===== src/rtl/pwd_pkg.sv =====
// Constants, register map and event carrier for the three-generator PWM unit
package pwd_pkg;
  // ----------------------------------------
  // Structure
  // ----------------------------------------
  localparam int NGEN = 3;
  localparam int NOUT = 6;
  localparam int CW   = 16;
  localparam int DBW  = 12;
  localparam int NEV  = 6;
  localparam int AW   = 12;
  // ----------------------------------------
  // Global register byte offsets
  // ----------------------------------------
  localparam logic [AW-1:0] OFS_CTL    = 12'h000;
  localparam logic [AW-1:0] OFS_SYNC   = 12'h004;
  localparam logic [AW-1:0] OFS_ENABLE = 12'h008;
  localparam logic [AW-1:0] OFS_INVERT = 12'h00c;
  localparam logic [AW-1:0] OFS_FAULT  = 12'h010;
  localparam logic [AW-1:0] OFS_STATUS = 12'h020;
  // Generator g sits at 0x040 * (g + 1), 64 bytes each
  localparam int GSEL_LSB = 6;
  localparam int GSEL_MSB = 7;
  // ----------------------------------------
  // Offsets inside a generator window
  // ----------------------------------------
  localparam logic [5:0] GO_CTL    = 6'h00;
  localparam logic [5:0] GO_INTEN  = 6'h04;
  localparam logic [5:0] GO_LOAD   = 6'h10;
  localparam logic [5:0] GO_COUNT  = 6'h14;
  localparam logic [5:0] GO_CMPA   = 6'h18;
  localparam logic [5:0] GO_CMPB   = 6'h1c;
  localparam logic [5:0] GO_GENA   = 6'h20;
  localparam logic [5:0] GO_GENB   = 6'h24;
  localparam logic [5:0] GO_DBCTL  = 6'h28;
  localparam logic [5:0] GO_DBRISE = 6'h2c;
  localparam logic [5:0] GO_DBFALL = 6'h30;
  // ----------------------------------------
  // Field positions
  // ----------------------------------------
  localparam int CTL_EN       = 0;
  localparam int CTL_UPDN     = 1;
  localparam int CTL_LDSYNC   = 2;
  localparam int CTL_CMPSYNC  = 3;
  localparam int CTL_W        = 4;
  localparam int INT_SEL_LSB  = 0;
  localparam int TRIG_SEL_LSB = 8;
  localparam int STAT_FAULT   = 0;
  localparam int STAT_DIR_LSB = 1;
  localparam int EV_ZERO      = 0;
  localparam int EV_LOAD      = 1;
  localparam int EV_AUP       = 2;
  localparam int EV_ADN       = 3;
  localparam int EV_BUP       = 4;
  localparam int EV_BDN       = 5;
  // ----------------------------------------
  // Output actions
  // ----------------------------------------
  localparam logic [1:0] ACT_KEEP = 2'h0;
  localparam logic [1:0] ACT_INV  = 2'h1;
  localparam logic [1:0] ACT_LOW  = 2'h2;
  localparam logic [1:0] ACT_HIGH = 2'h3;
  localparam logic [31:0] RST_VAL = 32'h0000_0000;

  // Bit order matches EV_* positions
  typedef struct packed {
    logic bdn;
    logic bup;
    logic adn;
    logic aup;
    logic ld;
    logic zero;
  } pwd_evt_t;
endpackage


===== src/rtl/pwd_top.sv =====
// Three-generator PWM unit with dead-band and output control
//
// The register addresses and the strobed register port were decided locally.
`timescale 1ns/10ps
module pwd_top
  import pwd_pkg::*;
(
  input  wire logic          REF_CLK,
  input  wire logic          RST,
  input  wire logic [AW-1:0] ADDR,
  input  wire logic [31:0]   WDATA,
  input  wire logic          WR_STB,
  input  wire logic          RD_STB,
  output logic      [31:0]   RDATA,
  input  wire logic          FAULT,
  output logic               OUT_PIN_0,
  output logic               OUT_PIN_1,
  output logic               OUT_PIN_2,
  output logic               OUT_PIN_3,
  output logic               OUT_PIN_4,
  output logic               OUT_PIN_5,
  output logic [NGEN-1:0]    IRQ_PULSE,
  output logic [NGEN-1:0]    ADC_TRIG
);

  // ----------------------------------------
  // State
  // ----------------------------------------
  logic [CTL_W-1:0] ctl_r     [NGEN];
  logic [13:0]      inten_r   [NGEN];
  logic [CW-1:0]    load_sh_r [NGEN];
  logic [CW-1:0]    cmpa_sh_r [NGEN];
  logic [CW-1:0]    cmpb_sh_r [NGEN];
  logic [CW-1:0]    load_r    [NGEN];
  logic [CW-1:0]    cmpa_r    [NGEN];
  logic [CW-1:0]    cmpb_r    [NGEN];
  logic [CW-1:0]    cnt_r     [NGEN];
  logic [11:0]      gena_r    [NGEN];
  logic [11:0]      genb_r    [NGEN];
  logic [DBW-1:0]   dbrise_r  [NGEN];
  logic [DBW-1:0]   dbfall_r  [NGEN];
  logic [DBW-1:0]   rcnt_r    [NGEN];
  logic [DBW-1:0]   fcnt_r    [NGEN];
  logic [NGEN-1:0]  dir_r;
  logic [NGEN-1:0]  db_en_r;
  logic [NGEN-1:0]  gen_a_r;
  logic [NGEN-1:0]  gen_b_r;
  logic [NGEN-1:0]  pend_r;
  logic [NOUT-1:0]  en_r;
  logic [NOUT-1:0]  inv_r;
  logic [NOUT-1:0]  fmask_r;
  logic [NOUT-1:0]  pin_r;
  logic [NGEN-1:0]  irq_r;
  logic [NGEN-1:0]  trig_r;
  logic [31:0]      rdata_r;

  pwd_evt_t         evt       [NGEN];
  logic [CW-1:0]    ld_use    [NGEN];
  logic [NGEN-1:0]  dirq;
  logic [NGEN-1:0]  copy_ld;
  logic [NGEN-1:0]  copy_cmp;
  logic [NGEN-1:0]  upd_set;
  logic [NGEN-1:0]  sync_rst;
  logic [NGEN-1:0]  gen_out_first;
  logic [NGEN-1:0]  gen_out_second;
  logic [NOUT-1:0]  raw_out;
  logic [31:0]      rd_val;
  logic             ghit;
  logic [1:0]       gsel;
  logic [5:0]       goff;

  // ----------------------------------------
  // Helpers
  // ----------------------------------------
  function automatic logic act(input logic cur, input logic [1:0] code);
    case (code)
      ACT_KEEP: act = cur;
      ACT_INV:  act = ~cur;
      ACT_LOW:  act = 1'b0;
      ACT_HIGH: act = 1'b1;
      default:  act = cur;
    endcase
  endfunction

  function automatic logic gen_step(input logic cur, input pwd_evt_t e,
                                    input logic [11:0] acts, input logic use_a,
                                    input logic use_b);
    logic v;
    v = cur;
    if (e.zero) v = act(v, acts[2*EV_ZERO +: 2]);
    if (e.ld) v = act(v, acts[2*EV_LOAD +: 2]);
    if (e.aup && use_a) v = act(v, acts[2*EV_AUP +: 2]);
    if (e.adn && use_a) v = act(v, acts[2*EV_ADN +: 2]);
    if (e.bup && use_b) v = act(v, acts[2*EV_BUP +: 2]);
    if (e.bdn && use_b) v = act(v, acts[2*EV_BDN +: 2]);
    gen_step = v;
  endfunction

  // Window g+1 of the address space belongs to generator g
  function automatic logic gen_hit(input logic [AW-1:0] a, input int g);
    gen_hit = (a[AW-1:GSEL_MSB+1] == '0) &&
              (a[GSEL_MSB:GSEL_LSB] == 2'(g + 1));
  endfunction

  // ----------------------------------------
  // Address decode
  // ----------------------------------------
  always_comb begin
    ghit = 1'b0;
    gsel = 2'h0;
    for (int g = 0; g < NGEN; g++) begin
      if (gen_hit(ADDR, g)) begin
        ghit = 1'b1;
        gsel = 2'(g);
      end
    end
    goff = ADDR[5:0];
  end

  // Global update and counter sync are write pulses, not stored
  assign upd_set  = (WR_STB && ADDR == OFS_CTL) ? WDATA[NGEN-1:0] : '0;
  assign sync_rst = (WR_STB && ADDR == OFS_SYNC) ? WDATA[NGEN-1:0] : '0;

  // ----------------------------------------
  // Global registers
  // ----------------------------------------
  always_ff @(posedge REF_CLK) begin
    if (RST) begin
      en_r    <= RST_VAL[NOUT-1:0];
      inv_r   <= RST_VAL[NOUT-1:0];
      fmask_r <= RST_VAL[NOUT-1:0];
    end else if (WR_STB) begin
      if (ADDR == OFS_ENABLE) en_r <= WDATA[NOUT-1:0];
      if (ADDR == OFS_INVERT) inv_r <= WDATA[NOUT-1:0];
      if (ADDR == OFS_FAULT) fmask_r <= WDATA[NOUT-1:0];
    end
  end

  // ----------------------------------------
  // Generator configuration and shadows
  // ----------------------------------------
  always_ff @(posedge REF_CLK) begin
    for (int g = 0; g < NGEN; g++) begin
      if (RST) begin
        ctl_r[g]     <= '0;
        inten_r[g]   <= '0;
        load_sh_r[g] <= '0;
        cmpa_sh_r[g] <= '0;
        cmpb_sh_r[g] <= '0;
        gena_r[g]    <= '0;
        genb_r[g]    <= '0;
        db_en_r[g]   <= 1'b0;
        dbrise_r[g]  <= '0;
        dbfall_r[g]  <= '0;
      end else if (WR_STB && ghit && gsel == 2'(g)) begin
        case (goff)
          GO_CTL:    ctl_r[g] <= WDATA[CTL_W-1:0];
          GO_INTEN:  inten_r[g] <= WDATA[13:0];
          GO_LOAD:   load_sh_r[g] <= WDATA[CW-1:0];
          GO_CMPA:   cmpa_sh_r[g] <= WDATA[CW-1:0];
          GO_CMPB:   cmpb_sh_r[g] <= WDATA[CW-1:0];
          GO_GENA:   gena_r[g] <= WDATA[11:0];
          GO_GENB:   genb_r[g] <= WDATA[11:0];
          GO_DBCTL:  db_en_r[g] <= WDATA[0];
          GO_DBRISE: dbrise_r[g] <= WDATA[DBW-1:0];
          GO_DBFALL: dbfall_r[g] <= WDATA[DBW-1:0];
          default:   ;
        endcase
      end
    end
  end

  // ----------------------------------------
  // Update timing
  // ----------------------------------------
  // Copy only at zero, or while the counter is disabled, so a period never runs half old, half new
  always_comb begin
    for (int g = 0; g < NGEN; g++) begin
      copy_ld[g]  = (evt[g].zero || !ctl_r[g][CTL_EN]) &&
                    (!ctl_r[g][CTL_LDSYNC] || pend_r[g]);
      copy_cmp[g] = (evt[g].zero || !ctl_r[g][CTL_EN]) &&
                    (!ctl_r[g][CTL_CMPSYNC] || pend_r[g]);
      ld_use[g]   = copy_ld[g] ? load_sh_r[g] : load_r[g];
    end
  end

  always_ff @(posedge REF_CLK) begin
    for (int g = 0; g < NGEN; g++) begin
      if (RST) begin
        load_r[g] <= '0;
        cmpa_r[g] <= '0;
        cmpb_r[g] <= '0;
        pend_r[g] <= 1'b0;
      end else begin
        if (copy_ld[g]) load_r[g] <= load_sh_r[g];
        if (copy_cmp[g]) begin
          cmpa_r[g] <= cmpa_sh_r[g];
          cmpb_r[g] <= cmpb_sh_r[g];
        end
        // Arming write wins over the consuming zero
        pend_r[g] <= upd_set[g] ||
                     (pend_r[g] && !(evt[g].zero || !ctl_r[g][CTL_EN]));
      end
    end
  end

  // ----------------------------------------
  // Counters
  // ----------------------------------------
  always_ff @(posedge REF_CLK) begin
    for (int g = 0; g < NGEN; g++) begin
      if (RST) begin
        cnt_r[g] <= '0;
        dir_r[g] <= 1'b0;
      end else if (sync_rst[g]) begin
        cnt_r[g] <= '0;
        dir_r[g] <= 1'b0;
      end else if (ctl_r[g][CTL_EN]) begin
        if (!ctl_r[g][CTL_UPDN]) begin
          dir_r[g] <= 1'b0;
          cnt_r[g] <= (cnt_r[g] == '0) ? ld_use[g] : cnt_r[g] - 16'h0001;
        end else if (dir_r[g]) begin
          if (cnt_r[g] >= load_r[g]) begin
            dir_r[g] <= 1'b0;
            cnt_r[g] <= (cnt_r[g] == '0) ? '0 : cnt_r[g] - 16'h0001;
          end else begin
            cnt_r[g] <= cnt_r[g] + 16'h0001;
          end
        end else if (cnt_r[g] == '0) begin
          dir_r[g] <= 1'b1;
          cnt_r[g] <= (ld_use[g] == '0) ? '0 : 16'h0001;
        end else begin
          cnt_r[g] <= cnt_r[g] - 16'h0001;
        end
      end
    end
  end

  // ----------------------------------------
  // Counter and comparator events
  // ----------------------------------------
  always_comb begin
    logic ma;
    logic mb;
    ma = 1'b0;
    mb = 1'b0;
    for (int g = 0; g < NGEN; g++) begin
      dirq[g]     = ctl_r[g][CTL_UPDN] && dir_r[g];
      evt[g].zero = ctl_r[g][CTL_EN] && cnt_r[g] == '0;
      evt[g].ld   = ctl_r[g][CTL_EN] && cnt_r[g] == load_r[g];
      ma = ctl_r[g][CTL_EN] && cnt_r[g] == cmpa_r[g] && cmpa_r[g] <= load_r[g];
      mb = ctl_r[g][CTL_EN] && cnt_r[g] == cmpb_r[g] && cmpb_r[g] <= load_r[g];
      ma = ma && !(evt[g].zero || evt[g].ld);
      mb = mb && !(evt[g].zero || evt[g].ld);
      // Count-down holds direction low, so only down matches exist there
      evt[g].aup  = ma && dirq[g];
      evt[g].adn  = ma && !dirq[g];
      evt[g].bup  = mb && dirq[g];
      evt[g].bdn  = mb && !dirq[g];
    end
  end

  // ----------------------------------------
  // Signal generators
  // ----------------------------------------
  always_ff @(posedge REF_CLK) begin
    for (int g = 0; g < NGEN; g++) begin
      if (RST) begin
        gen_a_r[g] <= 1'b0;
        gen_b_r[g] <= 1'b0;
      end else begin
        gen_a_r[g] <= gen_step(gen_a_r[g], evt[g], gena_r[g], 1'b1,
                               !(evt[g].aup || evt[g].adn));
        gen_b_r[g] <= gen_step(gen_b_r[g], evt[g], genb_r[g],
                               !(evt[g].bup || evt[g].bdn), 1'b1);
      end
    end
  end

  // ----------------------------------------
  // Dead-band
  // ----------------------------------------
  always_ff @(posedge REF_CLK) begin
    for (int g = 0; g < NGEN; g++) begin
      if (RST) begin
        rcnt_r[g] <= '0;
        fcnt_r[g] <= '0;
      end else begin
        if (!gen_a_r[g]) rcnt_r[g] <= '0;
        else if (rcnt_r[g] != dbrise_r[g]) rcnt_r[g] <= rcnt_r[g] + 12'h001;
        if (gen_a_r[g]) fcnt_r[g] <= '0;
        else if (fcnt_r[g] != dbfall_r[g]) fcnt_r[g] <= fcnt_r[g] + 12'h001;
      end
    end
  end

  always_comb begin
    for (int g = 0; g < NGEN; g++) begin
      gen_out_first[g]  = db_en_r[g] ? (gen_a_r[g] && rcnt_r[g] == dbrise_r[g])
                                     : gen_a_r[g];
      gen_out_second[g] = db_en_r[g] ? (!gen_a_r[g] && fcnt_r[g] == dbfall_r[g])
                                     : gen_b_r[g];
      raw_out[2*g]      = gen_out_first[g];
      raw_out[2*g+1]    = gen_out_second[g];
    end
  end

  // ----------------------------------------
  // Output control, interrupt and trigger
  // ----------------------------------------
  // Inactive level is low before inversion, so an inverted pin idles high
  always_ff @(posedge REF_CLK) begin
    if (RST) begin
      pin_r  <= '0;
      irq_r  <= '0;
      trig_r <= '0;
    end else begin
      pin_r <= (raw_out & en_r & ~(fmask_r & {NOUT{FAULT}})) ^ inv_r;
      for (int g = 0; g < NGEN; g++) begin
        irq_r[g]  <= |(evt[g] & inten_r[g][INT_SEL_LSB +: NEV]);
        trig_r[g] <= |(evt[g] & inten_r[g][TRIG_SEL_LSB +: NEV]);
      end
    end
  end

  assign OUT_PIN_0 = pin_r[0];
  assign OUT_PIN_1 = pin_r[1];
  assign OUT_PIN_2 = pin_r[2];
  assign OUT_PIN_3 = pin_r[3];
  assign OUT_PIN_4 = pin_r[4];
  assign OUT_PIN_5 = pin_r[5];
  assign IRQ_PULSE = irq_r;
  assign ADC_TRIG  = trig_r;

  // ----------------------------------------
  // Read-back
  // ----------------------------------------
  always_comb begin
    rd_val = '0;
    case (ADDR)
      OFS_CTL:    rd_val[NGEN-1:0] = pend_r;
      OFS_ENABLE: rd_val[NOUT-1:0] = en_r;
      OFS_INVERT: rd_val[NOUT-1:0] = inv_r;
      OFS_FAULT:  rd_val[NOUT-1:0] = fmask_r;
      OFS_STATUS: begin
        rd_val[STAT_FAULT] = FAULT;
        rd_val[STAT_DIR_LSB +: NGEN] = dirq;
      end
      default: ;
    endcase
    if (ghit) begin
      case (goff)
        GO_CTL:    rd_val[CTL_W-1:0] = ctl_r[gsel];
        GO_INTEN:  rd_val[13:0] = inten_r[gsel];
        GO_LOAD:   rd_val[CW-1:0] = load_sh_r[gsel];
        GO_COUNT:  rd_val[CW-1:0] = cnt_r[gsel];
        GO_CMPA:   rd_val[CW-1:0] = cmpa_sh_r[gsel];
        GO_CMPB:   rd_val[CW-1:0] = cmpb_sh_r[gsel];
        GO_GENA:   rd_val[11:0] = gena_r[gsel];
        GO_GENB:   rd_val[11:0] = genb_r[gsel];
        GO_DBCTL:  rd_val[0] = db_en_r[gsel];
        GO_DBRISE: rd_val[DBW-1:0] = dbrise_r[gsel];
        GO_DBFALL: rd_val[DBW-1:0] = dbfall_r[gsel];
        default:   ;
      endcase
    end
  end

  always_ff @(posedge REF_CLK) begin
    if (RST) rdata_r <= RST_VAL;
    else rdata_r <= RD_STB ? rd_val : RST_VAL;
  end

  assign RDATA = rdata_r;
endmodule


===== config.mk =====
export PLATFORM = sky130hd
export DESIGN_NAME = pwd_top
export DESIGN_NICKNAME = d
export VERILOG_FILES = /design/src/rtl/pwd_pkg.sv /design/src/rtl/pwd_top.sv
export SDC_FILE = /design/constraint.sdc
export NUM_CORES = 2
export LEC_CHECK = 0
export ABC_AREA = 0
export ABC_CLOCK_PERIOD_IN_PS = 5400
export BUFFER_PORTS_ARGS = -buffer_cell sky130_fd_sc_hd__buf_4
export CORE_ASPECT_RATIO = 0.6
export CORE_UTILIZATION = 38
export DETAILED_ROUTE_END_ITERATION = 16
export SYNTH_ARGS = -nofsm -noshare
export SYNTH_HDL_FRONTEND = slang
export SYNTH_SLANG_ARGS = --single-unit

===== constraint.sdc =====
create_clock -name REF_CLK -period 5.4 [get_ports REF_CLK]
set_input_delay 0.27 -clock REF_CLK [delete_from_list [all_inputs] [get_ports REF_CLK]]
set_output_delay 0.27 -clock REF_CLK [all_outputs]
set_load 0.05 [all_outputs]

==> out/results.txt <==
H-tree level count - 3
Leak - 16.6 nW
Count of state elements after synthesis - 667
Area of the multi-input gates - 0.0189 mm2
Post-Synthesis Cells - 3864
Reg power frac - 49.2%
Run status - complete, no violations
Worst Hold Class - in -> reg
Setup WS post-layout - 1.04 ns
Boundary Pins - 93
Arr. time, crit path - 4.91 ns
CTS Hold Bufs - 1
Synth area leaders - edfxtp_1, and2_1, ha_1
DR iter-0 viols - 5142
Via count of the routed design - 31.6k
Critical Path RT - 5.95 ns
Vias per inst - 5.96
TritonCTS Buffers - 69
Cts repair resizes - 0
Top-count cell post-synth - edfxtp_1
CTS root buf - clkbuf_16
Register area - 0.0194 mm2
Initial antenna violation count - 14
Library cells used by synthesis - 90
CP startpoint kind - flip-flop
Final Cycle Share - 80.8%
CTS sink count - 667
GRT overflow - 0
DRC - 0
Layout fillers - 10.0k
Setup Viol. Count Final - 0
Comb pwr share - 12.7%
Post-CTS Setup Repair Bufs - 0
Post-placement setup slack - 1.16 ns
Wirelength per Cell - 28.2 um
Synth top area share - 45.8%
Routed wire length - 149000 um
Clk_lat worst skew - 0.67 ns
Post-synth EDFFs - 606
Routed Antenna Nets - 0
Tot GR Track Use - 27.8%
Part of the Yosys area used for sequential elements - 48.9%
CTS tree - built
Maximum number of pins on one net before global-route repair - 169
Clock Tree Buf Depth - 3
P&R area growth vs syn - 10.4%
Num rows - 91
Post-synthesis cell area - 0.0397 mm2
RSZ-0062 raised after global routing - false
I/O Buffers - 60
Global-route wire length before repair - 210000 um
Mapped Avg Cell Area - 10.3 um2
Max-cap violations - 0
Ys Warns - 0
Tmin final - 4.36 ns
RePlAce Congestion - 0.983
Fraction of layout instances using a drive strength above 1 - 7.68%
VDD IR-drop max - 0.208 mV
Reg-to-Reg Start - cnt_r[2][10]
Setup Skew - 0.0168 ns
Worst Setup Path Type - reg -> reg
Most frequent cells after synthesis - edfxtp_1, and2_1, nor2_1, a21oi_1, clkbuf_1
CP endpoint kind - flip-flop
P_int - 9.05 mW
Worst slew pin tran - 1.25 ns
Core area - 0.103 mm2
Hold path startpoint - FAULT
Nets - 4046
Largest fanout on the critical path - 8
Switch share - 28.9%
R2R setup slack - 1.04 ns
DP Wirelength - 110000 um
Pre-antenna DRT Iters - 6
CP Launch Point - cnt_r[2][10]
Max frequency - 0.229 GHz
Final Hold Fails - 0
Clock power frac - 38.1%
Clock-pin slew on the worst setup and hold paths - 0.07 ns
Cell area power density - 290 mW/mm2
Die height - 252 um
Setup_tns - 0 ns
Prevailing post-synth register cell - edfxtp_1
Die X - 419 um
Initial Util - 38.5%
Vias in the first global route - 28.5k
Fin. max-slew vios - 0
FFs w/ async S/R, synth - 0%
Switching Power - 3.68 mW
Synth area leader - edfxtp_1
Slew HR - 16.6%
WHS - 0.0708 ns
Die Area - 0.106 mm2
==> registers in the layout (all words and copies together) (netlist names), 6 cells and up <==
register / flops
inten_r: 42
load_r: 48
cnt_r: 48
cmpa_r: 48
dbfall_r: 36
fcnt_r: 36
pin_r: 6
cmpb_r: 48
load_sh_r: 48
dbrise_r: 36
gena_r: 36
cmpa_sh_r: 48
rcnt_r: 36
inv_r: 6
en_r: 6
ctl_r: 12
genb_r: 36
fmask_r: 6
RDATA: 16
cmpb_sh_r: 48
==> critical path, stage by stage, from the launching register on <==
cell and delay [ns]:
edfxtp_1 0.64, ha_1 0.43, nand4_1 0.17, or4_1 0.79
nor2_1 0.65, inv_1 0.09, o32a_1 0.41, a31oi_1 0.23
a31o_2 0.16, a21o_1 0.14, and4_1 0.18, o22ai_1 0.08
a221oi_1 0.27
==> layout make-up <==
class / count / area share [%]
inverter: 98 / 0.839
sequential: 667 / 44.3
timing repair buffer: 152 / 2.67
tap: 1395 / 3.98
multi-input combinational: 2853 / 43.2
antenna: 4 / 0.0228
clock buffer: 86 / 4.27
clock inverter: 39 / 0.748
==> routing by layer <==
| layer | vias to the layer above | track usage (%) | wire length [um] |
|---|---|---|---|
| met5 | - | 0 | 27 |
| met1 | 15400 | 44.0 | 68600 |
| met4 | 4 | 5.47 | 2710 |
| met3 | 188 | 12.6 | 25000 |
| li1 | 13900 | - | - |
| met2 | 2049 | 33.1 | 52900 |
==> kinds of logic after synthesis <==
logic type	share of synthesized area, %
AOI/OAI and AO/OA	10.9
xor gates and xnor gates	6.64
adders and majority gates	4.91
buffers and inverters	3.73
DFF	48.9
muxes	4.57
other	0.00944
and+or+nand+nor	20.4
==> cells in the final DEF (no fill, tap or decap), types with 31 or more instances in the layout <==
cell type | netlist | layout
edfxtp_1 | 606 | 606
and2_1 | 492 | 492
nor2_1 | 375 | 375
a21oi_1 | 238 | 237
nand2_1 | 203 | 202
xor2_1 | 190 | 190
mux2i_1 | 179 | 179
ha_1 | 156 | 156
buf_4 | 20 | 148
xnor2_1 | 111 | 111
inv_1 | 98 | 98
nand3_1 | 95 | 95
o21ai_0 | 81 | 80
nand4_1 | 76 | 76
clkbuf_16 | 0 | 72
nor4_1 | 72 | 70
dfxtp_1 | 61 | 61
o22ai_1 | 58 | 58
and3_1 | 45 | 45
a21o_1 | 44 | 44
nor3_1 | 45 | 43
o21bai_1 | 32 | 32
a211oi_1 | 31 | 31
==> through the flow <==
stage | instances | instance area, um2 | util (%) | power, mW
floorplan | 3879 | 39800 | - | 7.19
global placement | 5164 | 41600 | 40.4 | 7.87
detailed placement | 5164 | 41600 | 40.4 | 7.90
CTS | 5290 | 43800 | 42.5 | 12.7
global route | 5290 | 43800 | 42.5 | 13.1
finish | 5294 | 43800 | 42.5 | 12.7
==> path summary, 6_finish.rpt <==
kind	to	cells after the start
min reg2reg	en_r[4]	2
min	pin_r[4]	4
max	gen_b_r[2]	12
max reg2reg	gen_b_r[2]	12
==> power groups by stage <==
stage          clock, mW  sequential [mW]  combinational (mW)
2_1_floorplan          0             6.13                1.06
3_3_place_gp           0             6.34                1.54
3_5_place_dp           0             6.34                1.56
4_1_cts             4.88             6.23                1.57
5_1_grt             5.07             6.27                1.73
6_report            4.85             6.26                1.62
Power figures use the tool's default switching activity.
